<file path="src/common/madc_pkg.sv">
package madc_pkg;
  // ==========================================================
  // Channel word layout
  // ==========================================================
  localparam int WORD_BITS = 4;        // Stored channel word width
  localparam int EN_POS = 3;           // First bit shifted in is the enable
  localparam int CH_MSB = 2;           // Channel number, msb first
  localparam int RESULT_BITS = 12;     // Conversion result width
  localparam int NULL_BITS = 1;        // Null bits before the result
  localparam int HOLD_FALL = 2;        // Falling edge that ends sampling
  localparam int TAKEOVER_FALL = 6;    // Latest falling edge to own the line
  // ==========================================================
  // Switch timing, in nanoseconds, and the clock period
  // ==========================================================
  localparam int CLK_PERIOD_NS = 20;
  localparam int TURN_OFF_NS = 300;    // Longest turn-off delay
  localparam int BREAK_NS = 35;        // Least break interval
  localparam int TURN_ON_NS = TURN_OFF_NS + BREAK_NS;
  // Longest time rounds down, least time rounds up, never below one
  localparam int OFF_CYC_RAW = TURN_OFF_NS / CLK_PERIOD_NS;
  localparam int OFF_CYC = (OFF_CYC_RAW < 1) ? 1 : OFF_CYC_RAW;
  localparam int ON_CYC = OFF_CYC + (BREAK_NS + CLK_PERIOD_NS - 1) / CLK_PERIOD_NS;
  localparam logic [3:0] WORD_RST = 4'h0;
  localparam logic [11:0] RESULT_RST = 12'h000;
endpackage

</file>
<file path="src/core/madc_shift_sync.sv">
`timescale 1ns/1ns
`default_nettype none
// Two-flop synchroniser for a group of pin inputs
module madc_shift_sync #(
  parameter int WIDTH = 4
) (
  input wire logic sys_clk_in,
  input wire logic reset_in,
  input wire logic [WIDTH-1:0] async_in,
  output logic [WIDTH-1:0] sync_out
);
  logic [WIDTH-1:0] meta_r;            // First stage, read only by the second
  // ==========================================================
  // Two stages; reset value is a constant
  // ==========================================================
  always_ff @(posedge sys_clk_in)
  begin
    if (reset_in)
    begin
      meta_r <= '1;
      sync_out <= '1;
    end
    else
    begin
      meta_r <= async_in;
      sync_out <= meta_r;
    end
  end
endmodule // madc_shift_sync
`default_nettype wire

</file>
<file path="src/core/madc_serial_ctrl.sv">
`timescale 1ns/1ns
`default_nettype none
// How it works
// [RL1] Send on falling, sample on rising edge
// [RL2] Take channel word, then return result
// [RL3] Data in and out may share wire
// [RL4] Select high shifts input into 4 bits
// [RL5] Keep last four bits before select falls
// [RL6] Host drops select before next rising edge
// [RL7] Select falling opens all channels first
// [RL8] Addressed channel connects after turn-on delay
// [RL9] Channel stays on until next select fall
// [RL10] Enable low keeps all channels open
// [RL11] One null bit precedes the result
// [RL12] Result is twelve bits wide
// [RL13] Select high resets and starts exchange
// [RL14] Converter select high: powered down, output off
// [RL15] Channel select high accepts address; low connects
// [RL16] Host ties both selects together
// [RL17] Shift clock steps the conversion
// [RL18] First word bit is the enable
// [RL19] Next three bits: channel number, msb first
// [RL20] Device owns shared line before sixth fall
// [RL21] Sample until second falling edge, then hold
// [RL22] Input ignored while select is low
module madc_serial_ctrl #(
  parameter int CHANNELS = 8,
  parameter int OFF_CYCLES = madc_pkg::OFF_CYC,
  parameter int ON_CYCLES = madc_pkg::ON_CYC
) (
  input wire logic sys_clk_in,
  input wire logic reset_in,
  input wire logic shift_clk_in,           // Shift clock from host
  input wire logic converter_select_n_in,  // Converter select, active low
  input wire logic channel_select_n_in,    // Channel select, active low
  input wire logic data_in,                // Serial input (or shared wire level)
  input wire logic comparator_in,          // Successive-approximation comparator
  output logic data_out,                   // Serial output
  output logic data_oe_out,                // High while the device drives data
  output logic [CHANNELS-1:0] channel_on_out, // One-hot channel switches
  output logic converter_power_out,        // Converter bias enabled
  output logic sample_out,                 // Sample-and-hold tracking
  output logic [11:0] trial_code_out,      // DAC code under trial
  output logic [11:0] result_out,          // Last finished result
  output logic result_valid_out            // One-cycle pulse at completion
);
  // ==========================================================
  // Input synchronisation
  // ==========================================================
  logic [3:0] sync_w;
  madc_shift_sync #(.WIDTH(4)) u_sync (
    .sys_clk_in(sys_clk_in),
    .reset_in(reset_in),
    .async_in({shift_clk_in, converter_select_n_in, channel_select_n_in, data_in}),
    .sync_out(sync_w)
  );
  wire sck_w = sync_w[3];
  wire converter_select_n_w = sync_w[2];
  wire channel_select_n_w = sync_w[1];
  wire din_w = sync_w[0];

  logic sck_d_r, converter_select_n_d_r, channel_select_n_d_r;      // Previous samples for edge finding
  wire sck_rise_w = sck_w & ~sck_d_r;
  wire sck_fall_w = ~sck_w & sck_d_r;
  wire mux_fall_w = ~channel_select_n_w & channel_select_n_d_r;
  wire adc_fall_w = ~converter_select_n_w & converter_select_n_d_r;

  // ==========================================================
  // Channel word capture
  // ==========================================================
  logic [3:0] word_r;                       // Stored channel word
  logic [3:0] latched_r;                    // Word frozen at select fall
  wire en_w = latched_r[madc_pkg::EN_POS];              // [RL18]
  wire [2:0] chan_w = latched_r[madc_pkg::CH_MSB:0];    // [RL19]

  // Keeps shifting while high; the latest four bits win
  always_ff @(posedge sys_clk_in)
  begin
    if (reset_in)
      word_r <= madc_pkg::WORD_RST;
    else if (channel_select_n_w && sck_rise_w)                     // [RL22]
      word_r <= {word_r[2:0], din_w};                   // [RL1] [RL4] [RL5] [RL15]
  end

  // ==========================================================
  // Break-before-make switch timing
  // ==========================================================
  typedef enum logic [1:0] {SW_IDLE, SW_OFF, SW_BREAK, SW_ON} madc_sw_e;
  madc_sw_e sw_r;
  logic [15:0] sw_cnt_r;
  wire [15:0] off_lim_w = 16'(OFF_CYCLES);
  wire [15:0] on_lim_w = 16'(ON_CYCLES);
  // Last cycle of the break: SW_ON follows when the enable is set (SW_IDLE otherwise), and the addressed channel connects a cycle later
  wire turn_on_w = (sw_r == SW_BREAK) && (sw_cnt_r >= on_lim_w);

  // Old channel stays on through the turn-off delay after each fall
  always_ff @(posedge sys_clk_in)
  begin
    if (reset_in)
    begin
      sw_r <= SW_IDLE;
      sw_cnt_r <= 16'h0000;
      latched_r <= madc_pkg::WORD_RST;
    end
    else if (mux_fall_w)                                // [RL7]
    begin
      sw_r <= SW_OFF;
      sw_cnt_r <= 16'h0001;
      latched_r <= word_r;
    end
    else
    begin
      unique case (sw_r)
        SW_IDLE: sw_cnt_r <= 16'h0000;
        SW_OFF:
        begin
          sw_cnt_r <= sw_cnt_r + 16'h0001;
          if (sw_cnt_r >= off_lim_w)
            sw_r <= SW_BREAK;
        end
        SW_BREAK:
        begin
          sw_cnt_r <= sw_cnt_r + 16'h0001;
          if (sw_cnt_r >= on_lim_w)
            sw_r <= en_w ? SW_ON : SW_IDLE;             // [RL8] [RL10]
        end
        SW_ON: sw_cnt_r <= 16'h0000;                    // [RL9]
      endcase
    end
  end

  // Channel decoder: connect only in the on state
  always_ff @(posedge sys_clk_in)
  begin
    if (reset_in)
      channel_on_out <= '0;
    else if (sw_r == SW_ON)
      channel_on_out <= CHANNELS'(1) << chan_w;         // [RL8]
    else if (sw_r == SW_BREAK || (sw_r == SW_IDLE && !en_w))
      channel_on_out <= '0;                             // [RL7] [RL10]
  end

  // ==========================================================
  // Conversion and readout sequence, paced by shift clock
  // ==========================================================
  typedef enum logic [2:0] {CV_DOWN, CV_SAMPLE, CV_CONV, CV_TAIL} madc_cv_e;
  madc_cv_e cv_r;
  logic [3:0] fall_cnt_r;                   // Falling edges since select fell
  logic [3:0] bit_r;                        // Bit under trial
  logic [11:0] sar_r;                       // Approximation register

  // Select high is a reset of the converter side
  always_ff @(posedge sys_clk_in)
  begin
    if (reset_in || converter_select_n_w)                            // [RL13] [RL14]
    begin
      cv_r <= CV_DOWN;
      fall_cnt_r <= 4'h0;
      bit_r <= 4'hB;
      sar_r <= madc_pkg::RESULT_RST;
      data_oe_out <= 1'b0;
      data_out <= 1'b0;
      converter_power_out <= 1'b0;
      sample_out <= 1'b0;
      result_valid_out <= 1'b0;
    end
    else
    begin
      result_valid_out <= 1'b0;
      converter_power_out <= (cv_r != CV_TAIL);
      // Tracking opens as the break ends, one cycle before the channel
      // switch closes, so no charge from the break lands on the hold capacitor
      if (turn_on_w && cv_r == CV_SAMPLE)
        sample_out <= 1'b1;                             // [RL21]
      if (adc_fall_w)
        cv_r <= CV_SAMPLE;
      else if (sck_fall_w)
      begin
        if (fall_cnt_r != 4'hF)
          fall_cnt_r <= fall_cnt_r + 4'h1;
        unique case (cv_r)
          CV_DOWN: cv_r <= CV_DOWN;
          CV_SAMPLE:
            if (fall_cnt_r == 4'(madc_pkg::HOLD_FALL - 1))
            begin
              sample_out <= 1'b0;                       // [RL21]
              data_oe_out <= 1'b1;                      // [RL20] [RL3]
              data_out <= 1'b0;                         // [RL11]
              // Trial code is loaded with the null bit, so the very
              // next fall already puts out the most significant bit
              sar_r <= 12'h800;                         // [RL17]
              bit_r <= 4'hB;
              cv_r <= CV_CONV;
            end
          CV_CONV:
          begin
            // Decide the bit under trial, put it out, try the next
            sar_r[bit_r] <= comparator_in;
            data_out <= comparator_in;                  // [RL1] [RL2] [RL12]
            if (bit_r == 4'h0)
            begin
              cv_r <= CV_TAIL;
              result_valid_out <= 1'b1;
            end
            else
            begin
              sar_r[bit_r - 4'h1] <= 1'b1;              // [RL17]
              bit_r <= bit_r - 4'h1;
            end
          end
          CV_TAIL: data_out <= 1'b0;                    // Zeroes after result
        endcase
      end
    end
  end

  // Trial code and finished result
  always_ff @(posedge sys_clk_in)
  begin
    if (reset_in)
    begin
      trial_code_out <= madc_pkg::RESULT_RST;
      result_out <= madc_pkg::RESULT_RST;
    end
    else
    begin
      trial_code_out <= sar_r;
      if (result_valid_out)
        result_out <= sar_r;
    end
  end

  always_ff @(posedge sys_clk_in)
  begin
    if (reset_in)
    begin
      sck_d_r <= 1'b1;
      converter_select_n_d_r <= 1'b1;
      channel_select_n_d_r <= 1'b1;
    end
    else
    begin
      sck_d_r <= sck_w;
      converter_select_n_d_r <= converter_select_n_w;
      channel_select_n_d_r <= channel_select_n_w;
    end
  end
endmodule // madc_serial_ctrl
`default_nettype wire

</file>
<file path="config.mk">
export PLATFORM = sky130hd
export DESIGN_NAME = madc_serial_ctrl
export DESIGN_NICKNAME = d
export VERILOG_FILES = /design/src/common/madc_pkg.sv /design/src/core/madc_shift_sync.sv /design/src/core/madc_serial_ctrl.sv
export SDC_FILE = /design/constraint.sdc
export NUM_CORES = 1
export LEC_CHECK = 0
export BUFFER_PORTS_ARGS = -buffer_cell sky130_fd_sc_hd__buf_2
export CAP_MARGIN = 20
export CORE_MARGIN = 5
export CORE_UTILIZATION = 40
export CTS_BUF_LIST = sky130_fd_sc_hd__clkbuf_4
export CTS_CLUSTER_SIZE = 30
export DETAILED_ROUTE_END_ITERATION = 8
export GPL_TIMING_DRIVEN = 0
export REMOVE_ABC_BUFFERS = 1
export SLEW_MARGIN = 20
export SYNTH_ARGS = -nofsm -noshare
export SYNTH_HDL_FRONTEND = slang
export SYNTH_SLANG_ARGS = --single-unit
</file>
<file path="constraint.sdc">
create_clock -name sys_clk_in -period 3.2 [get_ports sys_clk_in]
set_input_delay 0 -clock sys_clk_in [delete_from_list [all_inputs] [get_ports sys_clk_in]]
set_output_delay 0 -clock sys_clk_in [all_outputs]
set_load 0.02 [all_outputs]
</file>
==> results of run 1 <==
## flip-flops by register name (all words and copies together), names as in the netlist
register	cells
converter_select_n_d_r	1
sample_out	1
word_r	4
u_sync.sync_out	4
channel_select_n_d_r	1
latched_r	4
result_valid_out	1
sck_d_r	1
converter_power_out	1
cv_r	2
u_sync.meta_r	4
data_oe_out	1
channel_on_out	8
sar_r	12
bit_r	4
sw_cnt_r	16
sw_r	2
trial_code_out	12
data_out	1
result_out	12
fall_cnt_r	4
## power by group through the flow
stage                     registers (µW)  logic [µW]  clock network (µW)
after detailed placement            1250         118                   0
after floorplan                     1240        81.4                   0
after CTS                           1220         123                 585
final                               1220         121                 555
after global routing                1220         141                 638
after global placement              1240         116                   0
## stage by stage
stage	utilization	hold slack (ns)	power, µW	instances
global route	0.445	0.225	2000	657
floorplan	-	0.0691	1330	452
detailed placement	0.431	0.185	1360	635
finish	0.445	0.184	1900	657
global placement	0.431	0.183	1360	635
CTS	0.445	0.179	1930	656
## worst max-delay path by stage
stage                             startpoint        end  slack (ns)
after floorplan                      cv_r[0]  sar_r[10]        1.32
after global placement              reset_in   sar_r[2]        0.64
after detailed placement            reset_in   bit_r[3]        0.63
after CTS                 u_sync.sync_out[2]   bit_r[3]        0.85
after global routing      u_sync.sync_out[2]   bit_r[3]        0.65
final                     u_sync.sync_out[2]   bit_r[3]        0.90
## Yosys cell counts, types with 6 or more instances
cell type | n | area [µm²]
nand2_1 | 29 | 109
ha_1 | 18 | 225
a21oi_1 | 23 | 115
o21ai_0 | 11 | 55.1
nand3_1 | 9 | 45.0
a32oi_1 | 7 | 61.3
clkbuf_1 | 12 | 45.0
or2_2 | 12 | 75.1
inv_1 | 18 | 67.6
nor2_1 | 56 | 210
a211oi_1 | 11 | 82.6
nor3_1 | 6 | 30.0
nand4_1 | 8 | 50.1
dfxtp_1 | 96 | 1920
xor2_1 | 7 | 61.3
nand3b_1 | 7 | 52.6
mux2i_1 | 18 | 180
a31oi_1 | 6 | 37.5
nor2b_1 | 21 | 131
## critical path: stages (launching register included)
cell and delay, ns:
dfxtp_1 0.37, nor2_1 0.59, clkinv_1 0.67, a311oi_1 0.50, a41oi_2 0.05
## kinds of logic after synthesis
| family | Yosys count |
|---|---|
| AO/OA/AOI/OAI | 102 |
| AND/OR/NAND/NOR | 184 |
| adder cells (fa/ha/maj) | 18 |
| XOR/XNOR | 11 |
| flip-flops | 96 |
| multiplexers | 22 |
| buffers and inverters | 43 |
## per-layer routing
layer / vias to the layer above / global-route usage
met3: 10 / 0.0400
met1: 1654 / 0.199
met4: 0 / 0.0477
met2: 69 / 0.221
met5: - / 0
li1: 1772 / -
## cells in the final DEF, fill, tap and decap left out, drive strengths merged, types with 4 or more instances in the layout
cell          n
clkbuf        9
dlygate4sd3   5
and3          5
a32oi         7
nor2         56
nand3b        7
ha           18
buf          43
xor2          7
or2          12
o211ai        4
nand2b        4
o31ai         4
mux2i        18
o21ai        13
mux2          4
nor3          6
nand2        29
nand4         8
clkinv        5
a21oi        23
a211oi       12
nor3b         4
nor2b        21
or4           4
a31oi         6
dfxtp        96
xnor2         4
a22oi         4
inv          18
nand3        10
## what timing repair did
action	CTS	global route
hold buffers	5	0
endpoints found under the hold margin	5	0
gates resized for setup	0	0
## cell type report
class                      instances  share of cell area
antenna                            1            0.000518
clock buffer                       9              0.0140
clock inverter                     7             0.00803
inverter                          19              0.0148
multi-input combinational        337               0.473
sequential                        96               0.398
tap                              140              0.0363
timing repair buffer              48              0.0549
==> impl_metrics.ini, run 1 <==
[synth]
muxShareOfSynthArea = 0.0509
synth_seq_cells = 96
synth_compound_area_frac = 0.172
post_synth_fa_ha_maj_area_fraction = 0.0509
synthCells = 476
netlist_area_um2 = 4430
synth_top_family_by_area = simple AND/OR/NAND/NOR gates
synth_cell_types = 69
synthXorXnorAreaFrac = 0.0218
syn_area_per_cell_um2 = 9.30
yosys.area_share.simple = 0.220
async_flop_share = 0
synthFlopType = dfxtp_1
synth-edff-count = 0
yosysWarnings = 0
ys_seq_area_frac = 0.434

[final_layout]
final_cell_area_um2 = 4830
fillCellCount = 1108
regArea_um2 = 1920
areaGrowthSynthToFinish_pct = 9.04
fin_nets = 536
drive_gt1_frac = 0.167
multi_input_area_um2 = 2290

[worst_setup_path]
critPathCaptureType = flop
cp.required_ns = 3.52
cp_max_fo = 17
regToRegStartpoint = u_sync.sync_out[2]
critPathKind = reg2reg
rrSetupSlack_ns = 0.90
ff2ff_path_depth = 4
crit_arrival_ns = 2.62
reg2reg_to = bit_r[3]
startpoint_type = flop

[drt]
route.detailed.drc = 0
wl_per_cell_um = 13.8
drt_wl_total_um = 9070
wl_met1_um = 4470
first_pass_iters = 5
vias_per_cell = 5.33
vias = 3505
met3WireLength_um = 387
top_layer = met4
dr_wl_met2_um = 4100
postRouteAntennaNets = 0
drt_iter0_markers = 272

[die]
die_y_um = 115
die_x_um = 115
row_count = 38
coreArea_um2 = 10800
initial_core_util = 0.408
io_pins = 44
die-area_um2 = 13300

[cts]
cts-root-buf = clkbuf_4
clkSinkCount = 96
cts_made_buffers = 9
clkLatencyLatePin_ns = 0.44
cts_tree = built
h-tree-depth = 3
path_clk_slew_ns = 0.15
post-cts-setup-buffers = 0
clock_path_buffers = 2

[global_route]
antenna_found_initial = 1
grt_pass1_vias = 3248
grt_max_degree = 58
grt-ovfl-total = 0
grt_pass1_wl_um = 15600
grt_use_total = 0.145

[pwr]
leakagePower_uw = 0.00177
p_int_uw = 1400
combPwrFrac = 0.064
power.switching_uw = 493
seqPwrFrac = 0.643
power.share.switching = 0.260
ir_drop_mv = 0.179
clkPwrFrac = 0.293
power_density_nw_per_um2 = 393

[sta]
setup_ws_ns = 0.897
rsz0062_at_grt = false
finalSetupViolCount = 0
slew_headroom = 0.356
period_minus_slack_ns = 2.30
slew_viol_final = 0
tns_ns = 0
finalHoldViolCount = 0
worst_pin_slew_ns = 0.966
skew_ns = 0.0132
period_share = 0.720
fmax_mhz = 434

[hold_path]
min_path_type = in2reg
hold_start = reset_in
hold_end = result_out[6]
hold_depth = 2

[placement]
io_buffers = 43
pre_cts_ws_ns = 0.633
placed_cell_area_um2 = 4670
place_hpwl_um = 6190
finalWeightedCongestion = 0.790

[outcome]
status = completed

[job]
cap_violations = 0
Power figures use the tool's default switching activity.
==> run 2: changes to the inputs <==
clock period = 2.23 ns   (was 3.2 ns; I/O delays follow)
==> run 2 against run 1 <==
Net effect: clock skew is 0.00074 ns lower; sequential power is 43% higher; routed wire length is 1.2% higher; non-clock buffer count is 3 higher; die area stayed put; core utilization is 0.44 points higher; setup slack worse by 0.80 ns; flip-flop and latch count stayed put; final cell count is 0.46% higher; critical path type unchanged; largest cell class unchanged; highest routed layer unchanged.
==> impl_metrics.ini, run 2 (synthesized netlist as in run 1, its figures left out) <==
[pwr]
power_density_nw_per_um2 = 559
leakagePower_uw = 0.00179
p_total_uw = 2730
ir_drop_mv = 0.253

[placement]
place_hpwl_um = 6190
finalWeightedCongestion = 0.790
placedCellCount = 635
io_buffers = 43

[global_route]
grt_max_degree = 58
grt-ovfl-total = 0
antenna_found_initial = 1
grt_use_total = 0.145
grt_pass1_vias = 3248
grt_pass1_wl_um = 15600

[final_layout]
areaGrowthSynthToFinish_pct = 10.1
regMostFlops = sw_cnt_r
drive_gt1_frac = 0.181
fillCellCount = 1100
fin_nets = 539
final_cell_mix = 95 x dfxtp_1, 56 x nor2_1, 43 x buf_2, 29 x nand2_1, 23 x a21oi_1
layout.cells.non_filler = 660
final_common_cell = dfxtp_1
largest_register_ffs = 16

[cts]
h-tree-depth = 3
clock_path_buffers = 2
clkSinkCount = 96
cts-root-buf = clkbuf_4
path_clk_slew_ns = 0.15
cts_made_buffers = 9
clkLatencyLatePin_ns = 0.44
cts_tree = built

[drt]
wl_per_cell_um = 13.9
route.detailed.drc = 0
drt_iter0_markers = 241
postRouteAntennaNets = 0
vias = 3516
first_pass_iters = 4
vias_per_cell = 5.33
drt_wl_total_um = 9180

[die]
initial_core_util = 0.408
die_y_um = 115
io_pins = 44
row_count = 38
die-area_um2 = 13300
coreArea_um2 = 10800
die_x_um = 115

[sta]
finalHoldViolCount = 0
slew_headroom = 0.356
worst_pin_slew_ns = 0.966
finalSetupViolCount = 0
skew_ns = 0.0125
slew_viol_final = 0
period_minus_slack_ns = 2.13
rsz0062_at_grt = true
fmax_mhz = 468
period_share = 0.957

[worst_setup_path]
cp_max_fo = 7
rrSetupSlack_ns = 0.1
crit_arrival_ns = 2.53
cp.required_ns = 2.62
critPathCaptureType = flop
startpoint_type = flop
ff2ff_path_depth = 6
regToRegStartpoint = cv_r[1]
critPathKind = reg2reg
reg2reg_to = sar_r[10]

[job]
cap_violations = 0

[hold_path]
hold_depth = 2
min_path_type = in2reg
hold_start = reset_in
hold_end = result_out[6]

[outcome]
status = completed
## run 2: changes by cell type in the layout (fill, tap and decap cells not counted), sizes merged
cell,previous run,this run
buf,43,46
## run 2: cell type report
class	count	area (µm²)	area share
multi-input cells	337	2310	0.473
flip-flops and latches	96	1920	0.394
repair buffers	51	288	0.0590
well taps	140	175	0.0359
inverters	19	72.6	0.0149
clock buffers	9	67.6	0.0139
clock inverters	7	38.8	0.00795
diodes	1	2.50	0.000513
## run 2: per-layer routing
metal	part of all wire	vias up	global-route usage
li1	-	1781	-
met1	0.49	1661	0.199
met2	0.45	65	0.221
met3	0.042	9	0.0400
met4	0.013	0	0.0477
met5	0	-	0
## run 2: what timing repair did
action | 4_1_cts | 5_1_grt
endpoints found under the setup margin | 6 | 7
setup buffers | 0 | 3
resized for setup | 1 | 5
cloned | 0 | 0
pin swaps | 0 | 4
hold endpoints to repair | 5 | 0
hold buffers | 5 | 0
## run 2: how the worst max path moves through the flow
stage / start / end / slack, ns / depth (start not counted)
after floorplan: cv_r[0] / sar_r[10] / 0.35 / 6
after global placement: reset_in / sar_r[2] / -0.33 / 5
after detailed placement: reset_in / bit_r[3] / -0.34 / 5
after CTS: cv_r[0] / sar_r[10] / 0.005 / 6
after global routing: cv_r[0] / sar_r[10] / -0.03 / 6
final: cv_r[1] / sar_r[10] / 0.1 / 6
## run 2: metrics by stage
step                      TNS [ns]  utilization  setup WS [ns]  hold WS, ns  cell area (µm²)
final                            0        0.450         0.0953        0.186             4880
after global routing       -0.0418        0.450        -0.0259        0.224             4880
after CTS                        0        0.445        0.00531        0.179             4830
after detailed placement     -2.61        0.431         -0.337        0.185             4670
after global placement       -2.73        0.431         -0.332        0.183             4670
after floorplan                  0            -          0.353       0.0691             4280
## run 2: report_power, final
part	leakage, µW	switching [µW]	internal (µW)
registers	0.000776	15.2	1740
clock network	0.0000505	577	216
logic	0.000963	115	68.5
total	0.00179	708	2020
## run 2: worst max-delay path, stage by stage (launching register included)
cell and delay [ns]:
dfxtp_1 0.39, inv_1 0.10, ha_2 0.40, or4bb_1 0.55, a2111oi_4 0.40, o211ai_1 0.17, nand2_1 0.09
